**config.mk**
```make
export PLATFORM = sky130hd
export DESIGN_NAME = tcg_top
export DESIGN_NICKNAME = d
export VERILOG_FILES = /design/src/logic/tcg_dummy_unused.sv /design/src/logic/tcg_pkg.sv /design/src/logic/tcg_top.sv
export SDC_FILE = /design/constraint.sdc
export NUM_CORES = 1
export LEC_CHECK = 0
export CAP_MARGIN = 20
export CORE_MARGIN = 3
export CORE_UTILIZATION = 34
export DETAILED_ROUTE_END_ITERATION = 16
export DONT_BUFFER_PORTS = 1
export PLACE_DENSITY = 0.46
export REMOVE_ABC_BUFFERS = 1
export SETUP_SLACK_MARGIN = 0.05
export SLEW_MARGIN = 25
export SYNTH_ARGS = -nofsm -noshare
export SYNTH_HDL_FRONTEND = slang
export SYNTH_SLANG_ARGS = --single-unit
```
**constraint.sdc**
```tcl
create_clock -name hclk -period 2.1 [get_ports hclk]
set_input_delay 0.105 -clock hclk [delete_from_list [all_inputs] [get_ports hclk]]
set_output_delay 0.105 -clock hclk [all_outputs]
set_load 0.03 [all_outputs]
```
**src/logic/tcg_dummy_unused.sv**
```systemverilog
`timescale 1ns/1ps

```
**src/logic/tcg_pkg.sv**
```systemverilog
package tcg_pkg;

  // register byte offsets
  localparam logic [7:0] OFS_MODE = 8'h00;
  localparam logic [7:0] OFS_LOW_CMP = 8'h04;
  localparam logic [7:0] OFS_HIGH_CMP = 8'h08;
  localparam logic [7:0] OFS_CARRIER_CTRL = 8'h0c;
  localparam logic [7:0] OFS_STATUS = 8'h10;

  // timer_mode_reg field positions
  localparam int MODE_EN_BIT = 7;
  localparam int MODE_CKS_LSB = 4;
  localparam int MODE_MD_LSB = 2;
  localparam int MODE_LEV_BIT = 1;

  // carrier_control_reg field positions
  localparam int CC_ACTIVE_BIT = 0;
  localparam int CC_BUFFER_BIT = 1;
  localparam int CC_RMC_BIT = 2;

  // status register field positions
  localparam int ST_CARRIER_BIT = 8;
  localparam int ST_SEL_BIT = 9;
  localparam int ST_PEND_BIT = 10;

  // mode encodings
  localparam logic [1:0] MD_CARRIER = 2'h1;

  // reset values
  localparam logic [7:0] RST_CMP = 8'h01;
  localparam logic [7:0] CNT_CLEAR = 8'h00;

  // count clocks a new high width must age before transfer
  localparam logic [1:0] HIGH_AGE_MIN = 2'h3;

  // prescaler width for the count-clock select
  localparam int PRESC_W = 7;

  // ahb transfer type bit that marks an active transfer
  localparam int HTRANS_ACT_BIT = 1;

  typedef struct packed {
    logic en;
    logic [2:0] cks;
    logic [1:0] md;
    logic lev;
  } tcg_mode_t;

  typedef struct packed {
    logic valid;
    logic write;
    logic [7:0] ofs;
  } tcg_aphase_t;

endpackage

```
**src/logic/tcg_top.sv**
```systemverilog
`timescale 1ns/1ps
// How it works
// low compare times low, high compare times high
// software keeps low compare fixed while running
// output low, high or carrier per mode bits
// buffered enable writable, active enable read-only
// companion interrupt synced, copies buffer to active
// count enable starts counting, carrier at default
// low match: irq, invert, clear, use high
// high match: irq, invert, clear, use low
// period N+M+2, high width M+1 clocks
// new high value transfers at old high match
// transfer needs three count clocks of age
// software rewrites high compare after each restart
// software keeps compare values 01h to ffh
// software sets mode bit before starting count
// count clock at least six times companion's
// enabling passes carrier from next rising edge
// disabling keeps current high phase, then low
// software refreshes buffer on each companion irq
// software starts companion counter after this timer
// software stops by clearing count enable
// configuration bit selects output default level
// three-bit field selects the count clock
// stopping clears counter and compare select, output to default level
// behaviour only in carrier mode encoding
module tcg_top (
  input wire logic hclk,
  input wire logic hresetn,
  input wire logic hsel,
  input wire logic [31:0] haddr,
  input wire logic [1:0] htrans,
  input wire logic hwrite,
  input wire logic [2:0] hsize,
  input wire logic [31:0] hwdata,
  input wire logic hready,
  output logic [31:0] hrdata,
  output logic hreadyout,
  output logic hresp,
  input wire logic companion_irq,
  output logic timer_out_pin,
  output logic match_irq,
  output logic synced_companion_irq
);

  ////////////////////////////////////////////////////////////////////////
  // helpers

  // count tick when the low sel bits of the prescaler are all ones
  function automatic logic tick_of(input logic [tcg_pkg::PRESC_W-1:0] p, input logic [2:0] sel);
    logic [tcg_pkg::PRESC_W-1:0] mask;
    mask = '0;
    for (int i = 0; i < tcg_pkg::PRESC_W; i++) begin
      mask[i] = (i < int'(sel));
    end
    return (p & mask) == mask;
  endfunction

  function automatic logic [31:0] pad8(input logic [7:0] v);
    return {24'h000000, v};
  endfunction

  ////////////////////////////////////////////////////////////////////////
  // state

  tcg_pkg::tcg_aphase_t aph_r, aph_nxt;
  logic [31:0] hrdata_r, hrdata_nxt;
  tcg_pkg::tcg_mode_t mode_r, mode_nxt;
  logic [7:0] low_cmp_r, low_cmp_nxt;
  logic [7:0] high_cmp_r, high_cmp_nxt;
  logic [7:0] high_new_r, high_new_nxt;
  logic high_pend_r, high_pend_nxt;
  logic [1:0] high_age_r, high_age_nxt;
  logic buf_en_r, buf_en_nxt;
  logic act_en_r, act_en_nxt;
  logic rmc_r, rmc_nxt;
  logic [tcg_pkg::PRESC_W-1:0] presc_r, presc_nxt;
  logic [7:0] cnt_r, cnt_nxt;
  logic use_high_r, use_high_nxt;
  logic carrier_r, carrier_nxt;
  logic gate_r, gate_nxt;
  logic comp_s1_r, comp_s2_r, comp_s3_r;
  logic comp_pend_r, comp_pend_nxt;
  logic out_r, out_nxt;
  logic mirq_r, mirq_nxt;
  logic sirq_r, sirq_nxt;
  logic ready_r, ready_nxt;

  logic run;
  logic tick;
  logic wr_mode, wr_low, wr_high, wr_cc;
  logic [7:0] cmp_now;
  logic comp_edge;

  ////////////////////////////////////////////////////////////////////////
  // bus decode

  // write strobes land in the data phase of a captured write
  assign wr_mode = aph_r.valid && aph_r.write && aph_r.ofs == tcg_pkg::OFS_MODE;
  assign wr_low = aph_r.valid && aph_r.write && aph_r.ofs == tcg_pkg::OFS_LOW_CMP;
  assign wr_high = aph_r.valid && aph_r.write && aph_r.ofs == tcg_pkg::OFS_HIGH_CMP;
  assign wr_cc = aph_r.valid && aph_r.write && aph_r.ofs == tcg_pkg::OFS_CARRIER_CTRL;

  // address phase capture and read data, ready every cycle
  always_comb begin
    aph_nxt.valid = hsel && hready && htrans[tcg_pkg::HTRANS_ACT_BIT];
    aph_nxt.write = hwrite;
    aph_nxt.ofs = haddr[7:0];
    ready_nxt = 1'b1; // no wait states
    hrdata_nxt = 32'h00000000;
    if (aph_nxt.valid && !hwrite) begin
      case (haddr[7:0])
        tcg_pkg::OFS_MODE: begin
          hrdata_nxt = pad8({mode_r.en, mode_r.cks, mode_r.md, mode_r.lev, 1'b0});
        end
        tcg_pkg::OFS_LOW_CMP: begin
          hrdata_nxt = pad8(low_cmp_r);
        end
        tcg_pkg::OFS_HIGH_CMP: begin
          hrdata_nxt = pad8(high_cmp_r);
        end
        tcg_pkg::OFS_CARRIER_CTRL: begin
          hrdata_nxt[tcg_pkg::CC_ACTIVE_BIT] = act_en_r;
          hrdata_nxt[tcg_pkg::CC_BUFFER_BIT] = buf_en_r;
          hrdata_nxt[tcg_pkg::CC_RMC_BIT] = rmc_r;
        end
        tcg_pkg::OFS_STATUS: begin
          hrdata_nxt[7:0] = cnt_r;
          hrdata_nxt[tcg_pkg::ST_CARRIER_BIT] = carrier_r;
          hrdata_nxt[tcg_pkg::ST_SEL_BIT] = use_high_r;
          hrdata_nxt[tcg_pkg::ST_PEND_BIT] = high_pend_r;
        end
        default: begin
          hrdata_nxt = 32'h00000000; // unmapped reads as zero
        end
      endcase
    end
  end

  always_ff @(posedge hclk or negedge hresetn) begin
    if (!hresetn) begin
      aph_r <= '0;
      hrdata_r <= 32'h00000000;
    end else begin
      aph_r <= aph_nxt;
      hrdata_r <= hrdata_nxt;
    end
  end

  // ready flop: low in reset, high from the first edge after it
  always_ff @(posedge hclk or negedge hresetn) begin
    if (!hresetn) begin
      ready_r <= 1'b0;
    end else begin
      ready_r <= ready_nxt;
    end
  end

  ////////////////////////////////////////////////////////////////////////
  // companion interrupt synchroniser

  // two flops for the foreign level, a third only for the edge
  always_ff @(posedge hclk or negedge hresetn) begin
    if (!hresetn) begin
      comp_s1_r <= 1'b0;
      comp_s2_r <= 1'b0;
      comp_s3_r <= 1'b0;
    end else begin
      comp_s1_r <= companion_irq;
      comp_s2_r <= comp_s1_r;
      comp_s3_r <= comp_s2_r;
    end
  end

  assign comp_edge = comp_s2_r && !comp_s3_r;

  ////////////////////////////////////////////////////////////////////////
  // count clock and run control

  assign run = mode_r.en && mode_r.md == tcg_pkg::MD_CARRIER;
  assign tick = tick_of(presc_r, mode_r.cks);
  assign cmp_now = use_high_r ? high_cmp_r : low_cmp_r;

  ////////////////////////////////////////////////////////////////////////
  // registers written by software and the carrier engine

  always_comb begin
    mode_nxt = mode_r;
    low_cmp_nxt = low_cmp_r;
    high_cmp_nxt = high_cmp_r;
    high_new_nxt = high_new_r;
    high_pend_nxt = high_pend_r;
    high_age_nxt = high_age_r;
    buf_en_nxt = buf_en_r;
    act_en_nxt = act_en_r;
    rmc_nxt = rmc_r;
    presc_nxt = presc_r + 1'b1;
    cnt_nxt = cnt_r;
    use_high_nxt = use_high_r;
    carrier_nxt = carrier_r;
    gate_nxt = gate_r;
    comp_pend_nxt = comp_pend_r;
    mirq_nxt = 1'b0;
    sirq_nxt = 1'b0;

    // age the pending high width in count clocks
    if (high_pend_r && run && tick && high_age_r != tcg_pkg::HIGH_AGE_MIN) begin
      high_age_nxt = high_age_r + 1'b1;
    end

    if (!run) begin
      // stopped: counter, compare select, carrier, gate and pending companion event back to start
      cnt_nxt = tcg_pkg::CNT_CLEAR;
      use_high_nxt = 1'b0;
      carrier_nxt = 1'b0;
      gate_nxt = 1'b0;
      comp_pend_nxt = 1'b0;
    end else if (tick) begin
      if (cnt_r == cmp_now) begin
        mirq_nxt = 1'b1;
        carrier_nxt = !carrier_r;
        cnt_nxt = tcg_pkg::CNT_CLEAR;
        use_high_nxt = !use_high_r;
        if (use_high_r && high_pend_r && high_age_r == tcg_pkg::HIGH_AGE_MIN) begin
          high_cmp_nxt = high_new_r;
          high_pend_nxt = 1'b0;
        end
      end else begin
        cnt_nxt = cnt_r + 1'b1;
      end
      // gate opens on a carrier rising edge while active enable is set, closes once active enable is clear and carrier is low
      if (act_en_r && !carrier_r && carrier_nxt) begin
        gate_nxt = 1'b1;
      end else if (!act_en_r && !carrier_nxt) begin
        gate_nxt = 1'b0;
      end
      // synced companion event copies buffer into active on a count clock
      if (comp_pend_r) begin
        sirq_nxt = 1'b1;
        act_en_nxt = buf_en_r;
        comp_pend_nxt = 1'b0;
      end
    end
    // a new edge wins over the clear above
    if (run && comp_edge) begin
      comp_pend_nxt = 1'b1;
    end

    // software writes
    if (wr_mode) begin
      mode_nxt.en = hwdata[tcg_pkg::MODE_EN_BIT];
      mode_nxt.cks = hwdata[tcg_pkg::MODE_CKS_LSB +: 3];
      mode_nxt.md = hwdata[tcg_pkg::MODE_MD_LSB +: 2];
      mode_nxt.lev = hwdata[tcg_pkg::MODE_LEV_BIT];
    end
    if (wr_low) begin
      low_cmp_nxt = hwdata[7:0];
    end
    // a running write waits for the old high match
    if (wr_high) begin
      if (run) begin
        high_new_nxt = hwdata[7:0];
        high_pend_nxt = 1'b1;
        high_age_nxt = 2'h0;
      end else begin
        high_cmp_nxt = hwdata[7:0];
        high_new_nxt = hwdata[7:0];
        high_pend_nxt = 1'b0;
      end
    end
    if (wr_cc) begin
      buf_en_nxt = hwdata[tcg_pkg::CC_BUFFER_BIT];
      rmc_nxt = hwdata[tcg_pkg::CC_RMC_BIT];
    end

    // pin: default level when stopped, else per mode bits
    if (!run) begin
      out_nxt = mode_r.lev;
    end else if (!act_en_r && !gate_r) begin
      out_nxt = 1'b0;
    end else if (!rmc_r) begin
      out_nxt = act_en_r;
    end else begin
      out_nxt = gate_r && carrier_r;
    end
  end

  always_ff @(posedge hclk or negedge hresetn) begin
    if (!hresetn) begin
      mode_r <= '0;
      low_cmp_r <= tcg_pkg::RST_CMP;
      high_cmp_r <= tcg_pkg::RST_CMP;
      high_new_r <= tcg_pkg::RST_CMP;
      high_pend_r <= 1'b0;
      high_age_r <= 2'h0;
      buf_en_r <= 1'b0;
      act_en_r <= 1'b0;
      rmc_r <= 1'b0;
      presc_r <= '0;
      cnt_r <= tcg_pkg::CNT_CLEAR;
      use_high_r <= 1'b0;
      carrier_r <= 1'b0;
      gate_r <= 1'b0;
      comp_pend_r <= 1'b0;
      out_r <= 1'b0;
      mirq_r <= 1'b0;
      sirq_r <= 1'b0;
    end else begin
      mode_r <= mode_nxt;
      low_cmp_r <= low_cmp_nxt;
      high_cmp_r <= high_cmp_nxt;
      high_new_r <= high_new_nxt;
      high_pend_r <= high_pend_nxt;
      high_age_r <= high_age_nxt;
      buf_en_r <= buf_en_nxt;
      act_en_r <= act_en_nxt;
      rmc_r <= rmc_nxt;
      presc_r <= presc_nxt;
      cnt_r <= cnt_nxt;
      use_high_r <= use_high_nxt;
      carrier_r <= carrier_nxt;
      gate_r <= gate_nxt;
      comp_pend_r <= comp_pend_nxt;
      out_r <= out_nxt;
      mirq_r <= mirq_nxt;
      sirq_r <= sirq_nxt;
    end
  end

  ////////////////////////////////////////////////////////////////////////
  // outputs

  assign hrdata = hrdata_r;
  assign hreadyout = ready_r;
  // every transfer completes with an okay response
  assign hresp = 1'b0;
  // pin and pulses leave straight from their flops
  assign timer_out_pin = out_r;
  assign match_irq = mirq_r;
  assign synced_companion_irq = sirq_r;

endmodule

```
==> metrics.log, run 1 <==
INFO  metric time_the_worst_path_needs_with_i_o_delays_and_setup = a little over 2 ns
INFO  metric synth_flop_cell = dfrtp_1
INFO  metric static-leakage-power = ~2 nW
INFO  metric cts_root_buffer = clkbuf_16
INFO  metric synth.yosys.warnings = 0
INFO  metric first_global_vias = approximately 2.9k
INFO  metric drt-vias-per-instance = between 5 and 6
INFO  metric netSwitchingFraction = between 20 and 25%
INFO  metric critical_path_arrival = between 2 and 2.5 ns
INFO  metric postRouteWirelength = ~9700 um
INFO  metric htree_num_levels = 3
INFO  metric timing.max_cap.violations = 0
INFO  metric seq_area_frac_synth = between 50% and 60%
INFO  metric floorplan.initialDensity = 35.7%
INFO  metric fp.dieW = ~110 um
INFO  metric drc = 0
INFO  metric clock-skew-final = 0.00723 ns
INFO  metric report.final.slew_viol_count = 0
INFO  metric tot_gr_track_use = roughly 16%
INFO  metric final_hold_slack = -0.539 ns
INFO  metric report.final.setup_viol = 0
INFO  metric worst_slew_margin_rel = around 63%
INFO  metric hold_class = in -> async
INFO  metric area.growth.synth_to_final = 20.2%
INFO  metric run_status = finished with violations
INFO  metric timing.final.hold_violations = 84
INFO  metric critPathKind = reg -> reg
INFO  metric grt_pass1_wl = ~16,000 um
INFO  metric io-pin-count = between 100 and 150
INFO  metric p_seq_share = between 50 and 60%
INFO  metric numPortBuffers = 0
INFO  metric synth_area_leaders = dfrtp_1 (51%), mux2_2 (7.4%), buf_4 (4.2%)
INFO  metric synth-edff-count = 0
INFO  metric timing.critical_path.to_type = flip-flop
INFO  metric start_kind = flip-flop
INFO  metric dpl-instance-area = 4200 um2
INFO  metric dieHeight = approximately 110 um
INFO  metric power_frac_comb = about 5.0%
INFO  metric postLayoutCellArea = ~4800 um2
INFO  metric yosysMostFrequentCell = dfrtp_1
INFO  metric antenna_found_initial = 2
INFO  metric clock_path_buffers = 2
INFO  metric numCtsBuffers = 9
INFO  metric hpwl_reported_at_the_end_of_detailed_placement = around 6700 um
INFO  metric p_per_area = 689 nW/um2
INFO  metric synthesis.area = around 4000 um2
INFO  metric grt_max_degree = 85
INFO  metric setup_total_negative_slack = 0 ns
INFO  metric critical_path.reg2reg.startpoint = use_high_r
INFO  metric clockPowerShare = approximately 44%
INFO  metric path_cells = buf_12, mux2i_2, xnor2_1, nor4_4, and2_4, a21oi_2, a221o_1
INFO  metric asyncSetResetFlopFracSynth = between 90% and 100%
INFO  metric irDropWorstVdd = approximately 0.00041 V
INFO  metric dr.first_iter.drc_count = around 180
INFO  metric clk-insertion-delay-late = approximately 0.34 ns
INFO  metric synth_cells = 353
INFO  metric violations = negative hold slack
INFO  metric global_route.overflow_total = 0
INFO  metric power_switching = between 700 and 800 uW
INFO  metric holdBufCountCts = 20
INFO  metric critPathTopFamily = simple AND/OR/NAND/NOR gates
INFO  metric layout.nets = around 480
INFO  metric cts.sinks = between 80 and 90
INFO  metric cts_tree = done
INFO  metric power = 3.28 mW
INFO  metric final_layout_size_suffix_gt1_share = approximately a quarter
INFO  metric avgSynthCellArea = roughly 11 um2
INFO  metric routed_wire_length_per_instance = 17.8 um
INFO  metric netlist-cell-type-count = just under 50
INFO  metric synth_top_area_cell = dfrtp_1
INFO  metric worst-path-buf-inv = 1
INFO  metric synth_seq_cells = 84
INFO  metric setup_repair_after_global_routing_missed_its_margin = true
INFO  metric grt.met3_usage = approximately 4.5%
INFO  metric ant_nets = 0
INFO  metric crit_slowest_cell = nor4_4
INFO  metric routabilityCongestion = roughly 0.81
INFO  metric power.internal = roughly 2.6 mW
INFO  metric firstDrtPassIters = 9
INFO  metric die-area = between 10,000 and 15,000 um2
INFO  metric fillers = around 1.1k
INFO  metric fp.coreArea = between 10,000 and 15,000 um2
INFO  metric critical_path.max_fanout = 10
INFO  metric globalRouteMet2Util = between 20 and 25%
INFO  metric fmax = slightly below 500 MHz
INFO  metric grt_most_used_layer = met2
INFO  metric grtUsageMet1 = between 20 and 25%
INFO  metric timing.critical_path.from = use_high_r
INFO  metric most_used_standard_cells_in_the_synthesized_netlist = dfrtp_1 (81), mux2_2 (26), nand2_1 (23), buf_4 (22), a21oi_1 (19)
INFO  metric cts.clk_slew.worst_paths = 0.06 ns
INFO  metric synth_top_area_share = roughly half
INFO  metric tightestPinTransition = between 0.5 and 0.6 ns
INFO  metric final_period_utilization = 98.1%
INFO  metric worst_ep_required_time = 2.32 ns
INFO  metric placement_rows = 38
INFO  metric crit_path_max_incr_delay = between 0.3 and 0.4 ns
INFO  metric vias = ~2.8k
==> state kept, by name (all words and copies together), names as in the netlist, 2 cells and up <==
signal,cells
hrdata,11
aph_r,10
cnt_r,8
high_cmp_r,8
high_new_r,8
low_cmp_r,8
mode_r,7
presc_r,7
high_age_r,2
==> metal layers <==
layer	part of all wire (%)	up-vias
met1	49	1369
met4	1.7	2
met3	6.0	19
met2	43	81
li1	-	1335
met5	0.083	-
==> cell usage in the layout (no fill, tap or decap), types with 5 or more instances in the layout <==
cell / instances
nor2_1: 17
dlygate4sd3_1: 20
a222oi_1: 7
dfrtp_1: 80
xnor2_1: 10
mux2_2: 26
a31oi_1: 8
nand3_1: 15
a21oi_1: 19
conb_1: 23
buf_4: 29
and3_1: 8
nand2_1: 23
a21o_1: 5
clkbuf_16: 9
o21ai_0: 10
mux2i_1: 9
==> cell families after synthesis <==
group	share of synthesized area, %
AO/OA/AOI/OAI	12.0
XOR/XNOR	2.87
AND/OR/NAND/NOR	14.1
flip-flops	53.1
multiplexers	10.4
adder cells (fa/ha/maj)	0.946
buffers and inverters	6.47
other	0.189
==> final cells by class <==
class / instances / area [um2] / area share, %
timing repair buffer: 51 / 449 / 9.43
tap: 140 / 175 / 3.68
clock buffer: 12 / 246 / 5.17
clock inverter: 4 / 25.0 / 0.525
antenna: 1 / 2.50 / 0.0525
sequential: 84 / 2110 / 44.2
multi-input combinational: 249 / 1750 / 36.6
inverter: 4 / 15.0 / 0.315
==> power by group through the flow <==
stage	logic, mW	registers (mW)	clock network, mW
6_report	0.163	1.68	1.44
5_1_grt	0.175	1.69	1.54
4_1_cts	0.161	1.68	1.49
3_5_place_dp	0.119	1.71	0
3_3_place_gp	0.118	1.71	0
2_1_floorplan	0.104	1.70	0
==> worst register-to-register path: stages, from the launching register on <==
cell and delay, ns:
dfrtp_1 0.37, buf_12 0.15, mux2i_2 0.24, xnor2_1 0.12, nor4_4 0.39, and2_4 0.27, a21oi_2 0.10, a221o_1 0.31
==> metrics by stage <==
stage	util (%)	instances	setup slack [ns]
4_1_cts	42.5	544	0.0341
6_report	42.8	545	0.0405
2_1_floorplan	-	336	-0.118
3_5_place_dp	37.8	504	-0.0307
3_3_place_gp	37.8	504	-0.0234
5_1_grt	42.8	545	-0.0632
==> repair_timing <==
action / CTS / global route
gates cloned: 1 / 0
setup buffers: 3 / 0
hold endpoints to repair: 128 / 84
pin swaps: 3 / 3
endpoints found under the setup margin: 14 / 18
resized for setup: 5 / 11
==> worst paths after layout <==
path	end	slack, ns	cells past startpoint
min reg2reg	comp_s2_r	0.35	0
max	high_cmp_r[3]	0.04	7
max in group asynchronous	high_new_r[0]	2.41	0
max reg2reg	high_cmp_r[3]	0.04	7
min in group hclk	hrdata[0]	0.05	3
min	carrier_r	-0.54	0
(Power assumes the default switching activity.)
==> inputs of run 2 (changes only) <==
- CORE_ASPECT_RATIO: unset -> 1.5
==> run 2 against run 1 <==
- the run ends with negative hold slack, negative setup slack left
- die area rose by 0.21%
- sequential share of layout area fell by 1.0 points
- clock power rose by 9%
- final area rose by 2.3%
- routed wire length rose by 3.1%
- total power rose by 4.4%
- clock skew rose by 0.0012 ns
- clock-buffer cell count fell by 1
- flip-flop and latch count did not move
- highest routed layer is now met4
==> metrics.log, run 2 (same netlist as run 1, synthesis figures left out) <==
INFO  metric drc = 0 (unchanged)
INFO  metric worst_ep_required_time = 2.35 ns (+0.03 ns)
INFO  metric firstDrtPassIters = 4 (-5)
INFO  metric clock_path_buffers = 2 (unchanged)
INFO  metric tot_gr_track_use = 16.2% (+0.47 points)
INFO  metric start_kind = flip-flop
INFO  metric clk-insertion-delay-late = 0.34 ns (about the same)
INFO  metric cts_root_buffer = clkbuf_16
INFO  metric power = 3.43 mW (+4.4%)
INFO  metric static-leakage-power = 2.09 nW (+2.4%)
INFO  metric fillers = 1,096 (+2.6%)
INFO  metric final_cells = 553 (+1.5%)
INFO  metric layout.nets = 480 (+0.63%)
INFO  metric timing.critical_path.to_type = flip-flop
INFO  metric antenna_found_initial = 0 (-2)
INFO  metric largest_reg_flops = 11 (unchanged)
INFO  metric worst_slew_margin_rel = 60.1% (-2.7 points)
INFO  metric antenna-diode-count = 0 (-1)
INFO  metric setup_repair_after_global_routing_missed_its_margin = true
INFO  metric placement.setup.worst_slack = -0.0772 ns (-0.0465 ns)
INFO  metric ff_latch_area = 2110 um2 (about the same)
INFO  metric violations = negative hold slack, negative setup slack
INFO  metric multi_input_comb_area = 1790 um2 (+2.7%)
INFO  metric numPortBuffers = 0 (unchanged)
INFO  metric vias = 2,832 (+0.93%)
INFO  metric crit_slowest_cell = dfrtp_1
INFO  metric routed_wire_length_per_instance = 18.1 um (+1.6%)
INFO  metric timing.max_cap.violations = 0 (unchanged)
INFO  metric grt_pass1_wl = 16,000 um (+1.3%)
INFO  metric critPathKind = reg -> reg
INFO  metric crit_path_max_incr_delay = 0.39 ns (about the same)
INFO  metric timing.final.hold_violations = 84 (unchanged)
INFO  metric hpwl_reported_at_the_end_of_detailed_placement = 7060 um (+4.9%)
INFO  metric io-pin-count = 112 (unchanged)
INFO  metric placement_rows = 47 (+24%)
INFO  metric final_period_utilization = 103% (+4.5 points)
INFO  metric area.growth.synth_to_final = 23.0%
INFO  metric critPathTopFamily = simple AND/OR/NAND/NOR gates
INFO  metric numCtsBuffers = 9 (unchanged)
INFO  metric time_the_worst_path_needs_with_i_o_delays_and_setup = 2.15 ns (+0.0949 ns)
INFO  metric layout.cells.most_common_list = dfrtp_1 (81), buf_4 (30), mux2_2 (26), nand2_1 (23), conb_1 (23)
INFO  metric first_global_vias = 2,922 (+1.8%)
INFO  metric holdBufCountCts = 20 (unchanged)
INFO  metric fmax = 464 MHz (-4.4%)
INFO  metric cts_tree = done
INFO  metric irDropWorstVdd = 0.000357 V (-13%)
INFO  metric fin_util = 43.4% (+0.59 points)
INFO  metric cts.sinks = 84 (unchanged)
INFO  metric final_layout_size_suffix_gt1_share = 26.1% (+2.1 points)
INFO  metric final_common_cell = dfrtp_1
INFO  metric ant_nets = 0 (unchanged)
INFO  metric floorplan.initialDensity = 35.3% (-0.34 points)
INFO  metric path_cells = buf_12, mux2i_2, xnor2_2, nor4_4, buf_4, nand2_2, or3_1, a31oi_1
INFO  metric cts.clk_slew.worst_paths = 0.06 ns (about the same)
INFO  metric report.final.setup_viol = 10 (+10)
INFO  metric die-area = 13,000 um2 (+0.21%)
INFO  metric routabilityCongestion = 0.780 (-4.2%)
INFO  metric dieHeight = 138 um (+21%)
INFO  metric hold_class = in -> async
INFO  metric placed_cells = 515 (+2.2%)
INFO  metric run_status = finished with violations
INFO  metric report.final.slew_viol_count = 0 (unchanged)
INFO  metric drt-vias-per-instance = 5.12 (-0.53%)
INFO  metric worst-path-buf-inv = 2 (+1)
INFO  metric critical_path.max_fanout = 9 (-1)
INFO  metric htree_num_levels = 3 (unchanged)
INFO  metric dr.first_iter.drc_count = 182 (-0.55%)
INFO  metric global_route.overflow_total = 0 (unchanged)
INFO  metric fp.coreArea = 11,200 um2 (+0.96%)
INFO  metric p_per_area = 703 nW/um2 (+2.0%)
INFO  metric postRouteWirelength = 9990 um (+3.1%)
INFO  metric fp.dieW = 94.2 um (-17%)
INFO  metric critical_path_arrival = 2.41 ns (+0.13 ns)
INFO  metric final_hold_slack = -0.544 ns (-0.00456 ns)
INFO  metric clock-skew-final = 0.00842 ns (+0.00119 ns)
INFO  metric final_critical_path_setup_slack = -0.0543 ns (-0.0949 ns)
INFO  metric grt_max_degree = 85 (unchanged)
INFO  metric tightestPinTransition = 0.596 ns (+0.0397 ns)
run 2: cell types whose count changed in the layout (fill, tap and decap cells not counted), sizes merged:
cell / delta
bufinv: +1
clkbuf: -1
buf: +3
diode: -1
clkinv: -1
run 2: area by class of cell:
| type | count | share of cell area [%] |
|---|---|---|
| clock inverters | 4 | 1.03 |
| flip-flops and latches | 84 | 43.2 |
| well taps | 147 | 3.77 |
| repair buffers | 54 | 10.0 |
| multi-input cells | 249 | 36.7 |
| inverters | 4 | 0.308 |
| clock buffers | 11 | 4.98 |
run 2: worst paths after layout:
kind,startpoint,end,slack [ns],cells past startpoint
worst max register to register,use_high_r,gate_r,-0.05,8
max in group asynchronous,hresetn,high_cmp_r[0],2.41,0
worst min register to register,comp_s1_r,comp_s2_r,0.35,0
worst max-delay path,use_high_r,gate_r,-0.05,8
min in group hclk,haddr[2],hrdata[5],0.03,3
worst min-delay path,hresetn,presc_r[6],-0.54,0
run 2: per-layer routing:
layer  vias up  part of all wire (%)  track usage (%)
met5         -                     0                0
met4         0                   1.5             5.40
met3         8                   3.0             3.53
met2        47                    55             28.1
met1      1434                    40             19.7
li1       1343                     -                -
run 2: per-stage QoR:
| step | cell area [um2] | setup TNS, ns |
|---|---|---|
| 6_report | 4880 | -0.239 |
| 5_1_grt | 4880 | -2.11 |
| 4_1_cts | 4830 | -0.326 |
| 3_5_place_dp | 4250 | -0.515 |
| 3_3_place_gp | 4250 | -0.739 |
| 2_1_floorplan | 3800 | -0.126 |
run 2: where the power goes:
group | switching, mW | internal, mW | leakage [nW]
clock | 0.626 | 0.945 | 0.138
combinational | 0.0998 | 0.0708 | 0.877
sequential | 0.0275 | 1.66 | 1.08
run 2: repair_timing:
| item | in CTS | in global routing |
|---|---|---|
| buffers inserted | 1 | 1 |
| setup endpoints to repair | 18 | 22 |
| gates resized for setup | 12 | 10 |
| gates cloned | 1 | 0 |
| hold endpoints to repair | 128 | 84 |
| pin swaps | 3 | 4 |
==> inputs of run 3 (changes only) <==
==> constraint.sdc (replaced) <==
create_clock -name hclk -period 2.1 [get_ports hclk]
set_input_delay 0.315 -clock hclk [delete_from_list [all_inputs] [get_ports hclk]]
set_output_delay 0.315 -clock hclk [all_outputs]
set_load 0.03 [all_outputs]
==> run 3 against run 2 <==
- highest routed layer unchanged
- the flow still finishes with violations (negative hold slack, negative setup slack)
- global-route usage decreased by 0.27 points
- flip-flop and latch count stayed put
- non-clock buffer count shrank 8
- critical endpoint is now high_cmp_r[7]
==> metrics.log, run 3 (same netlist as run 1, synthesis figures left out) <==
INFO  metric fillers = 1,087 (-0.82%)
INFO  metric grt_max_degree = 85 (unchanged)
INFO  metric final_layout_size_suffix_gt1_share = 26.4% (+0.27 points)
INFO  metric largest_reg_flops = 11 (unchanged)
INFO  metric timing.max_cap.violations = 0 (unchanged)
INFO  metric floorplan.initialDensity = 35.3% (unchanged)
INFO  metric cts_tree = done
INFO  metric firstDrtPassIters = 6 (+2)
INFO  metric io-pin-count = 112 (unchanged)
INFO  metric clock_path_buffers = 2 (unchanged)
INFO  metric first_global_vias = 2,916 (-0.21%)
INFO  metric die-area = 13,000 um2 (unchanged)
INFO  metric cts_root_buffer = clkbuf_16
INFO  metric timing.final.hold_violations = 84 (unchanged)
INFO  metric drt-vias-per-instance = 5.14 (+0.46%)
INFO  metric critical_path.max_fanout = 9 (unchanged)
INFO  metric worst_ep_required_time = 2.33 ns (-0.02 ns)
INFO  metric worst-r2r-cell-count = 8 (unchanged)
INFO  metric run_status = finished with violations
INFO  metric area.growth.synth_to_final = 21.2%
INFO  metric clk-insertion-delay-late = 0.34 ns (about the same)
INFO  metric grtUsageMet1 = 19.7% (+0.021 points)
INFO  metric cts.sinks = 84 (unchanged)
INFO  metric htree_num_levels = 3 (unchanged)
INFO  metric cts.clk_slew.worst_paths = 0.06 ns (about the same)
INFO  metric setup_repair_after_global_routing_missed_its_margin = true
INFO  metric violations = negative hold slack, negative setup slack
INFO  metric layout.nets = 471 (-1.9%)
INFO  metric final_common_cell = dfrtp_1
INFO  metric report.final.slew_viol_count = 0 (unchanged)
INFO  metric dr.first_iter.drc_count = 206 (+13%)
INFO  metric fmax = 462 MHz (-0.43%)
INFO  metric placement_rows = 47 (unchanged)
INFO  metric fp.coreArea = 11,200 um2 (unchanged)
INFO  metric grt_most_used_layer = met2
INFO  metric antenna-diode-count = 0 (unchanged)
INFO  metric start_kind = flip-flop
INFO  metric timing.critical_path.to_type = flip-flop
INFO  metric setup_total_negative_slack = -0.429 ns (-0.190 ns)
INFO  metric holdBufCountCts = 10 (-50%)
INFO  metric p_per_area = 718 nW/um2 (+2.2%)
INFO  metric globalRouteMet2Util = 26.9% (-1.2 points)
INFO  metric multi_input_comb_area = 1790 um2 (-0.21%)
INFO  metric rrSetupSlack = -0.06 ns (about the same)
INFO  metric layout.cells.most_common_list = dfrtp_1 (79), buf_4 (33), mux2_2 (26), nand2_1 (23), conb_1 (23)
INFO  metric time_the_worst_path_needs_with_i_o_delays_and_setup = 2.16 ns (+0.00921 ns)
INFO  metric worst_slew_margin_rel = 57.7% (-2.4 points)
INFO  metric ff_latch_area = 2110 um2 (+0.12%)
INFO  metric hold_class = in -> async
INFO  metric final_period_utilization = 103% (+0.44 points)
INFO  metric grt_pass1_wl = 15,900 um (-0.74%)
INFO  metric fp.dieW = 94.2 um (unchanged)
INFO  metric numPortBuffers = 0 (unchanged)
INFO  metric global_route.overflow_total = 0 (unchanged)
INFO  metric report.final.setup_viol = 11 (+1)
INFO  metric routed_wire_length_per_instance = 17.8 um (-1.6%)
INFO  metric postRouteWirelength = 9690 um (-3.0%)
INFO  metric antenna_found_initial = 0 (unchanged)
INFO  metric ant_nets = 0 (unchanged)
INFO  metric dieHeight = 138 um (unchanged)
INFO  metric drc = 0 (unchanged)
INFO  metric static-leakage-power = 2.07 nW (-1.2%)
INFO  metric numCtsBuffers = 9 (unchanged)
INFO  metric grt.met3_usage = 3.48% (-0.054 points)
INFO  metric vias = 2,804 (-0.99%)
INFO  metric critPathKind = reg -> reg
INFO  metric routabilityCongestion = 0.794 (+1.8%)
INFO  metric hpwl_reported_at_the_end_of_detailed_placement = 6990 um (-0.96%)
INFO  metric final_hold_slack = -0.333 ns (+0.211 ns)
INFO  metric irDropWorstVdd = 0.000393 V (+10%)
INFO  metric tot_gr_track_use = 16.0% (-0.27 points)
INFO  metric tightestPinTransition = 0.631 ns (+0.0351 ns)
INFO  metric final_critical_path_setup_slack = -0.0636 ns (-0.00921 ns)
INFO  metric critical_path_arrival = 2.39 ns (-0.02 ns)
INFO  metric clock-skew-final = 0.00385 ns (-0.00457 ns)
run 3: final timing paths:
kind / from / to
min: hresetn / presc_r[6]
max reg2reg: use_high_r / high_cmp_r[7]
max: use_high_r / high_cmp_r[7]
min reg2reg: comp_s1_r / comp_s2_r
max in group asynchronous: hresetn / high_cmp_r[0]
min in group hclk: hwdata[0] / high_cmp_r[0]
run 3: worst max-delay path, cell delays in order (launching register included):
cell,delay [ns]
dfrtp_1,0.39
buf_12,0.18
mux2i_4,0.27
xnor2_2,0.10
nor4_4,0.40
and2_4,0.28
a21oi_2,0.10
buf_4,0.15
a21o_1,0.17
run 3: through the flow:
step,cell area [um2],power [mW],cells,setup slack (ns),util [%]
2_1_floorplan,3800,1.81,336,-0.118,-
3_3_place_gp,4280,1.83,517,-0.0621,38.1
3_5_place_dp,4280,1.84,517,-0.0676,38.1
4_1_cts,4730,3.48,544,-0.0647,42.2
5_1_grt,4810,3.59,545,-0.175,42.8
6_report,4810,3.45,545,-0.0636,42.8
run 3: cell type report:
| cell class | instances | area share (%) |
|---|---|---|
| Clock buffer | 12 | 5.34 |
| Timing Repair Buffer | 46 | 8.49 |
| Sequential cell | 84 | 43.9 |
| Inverter | 4 | 0.312 |
| Tap cell | 147 | 3.83 |
| Clock inverter | 4 | 0.989 |
| Multi-Input combinational cell | 248 | 37.2 |
run 3: power breakdown:
group	switching (mW)	internal (mW)	leakage, nW
registers	0.0278	1.66	1.07
clock network	0.636	0.983	0.149
logic	0.0897	0.0600	0.844
total	0.754	2.70	2.07
run 3: routing by layer:
layer / wire length [um] / vias up / part of all wire, %
met4: 206 / 0 / 2.1
met2: 5170 / 54 / 53
li1: - / 1316 / -
met3: 361 / 12 / 3.7
met1: 3950 / 1422 / 41
met5: 0 / - / 0
run 3: timing repair:
| action | 4_1_cts | 5_1_grt |
|---|---|---|
| resized for setup | 7 | 14 |
| setup buffers | 1 | 1 |
| endpoints found under the setup margin | 15 | 20 |
| gates cloned | 0 | 0 |
| pin swaps | 3 | 2 |
| endpoints found under the hold margin | 94 | 84 |
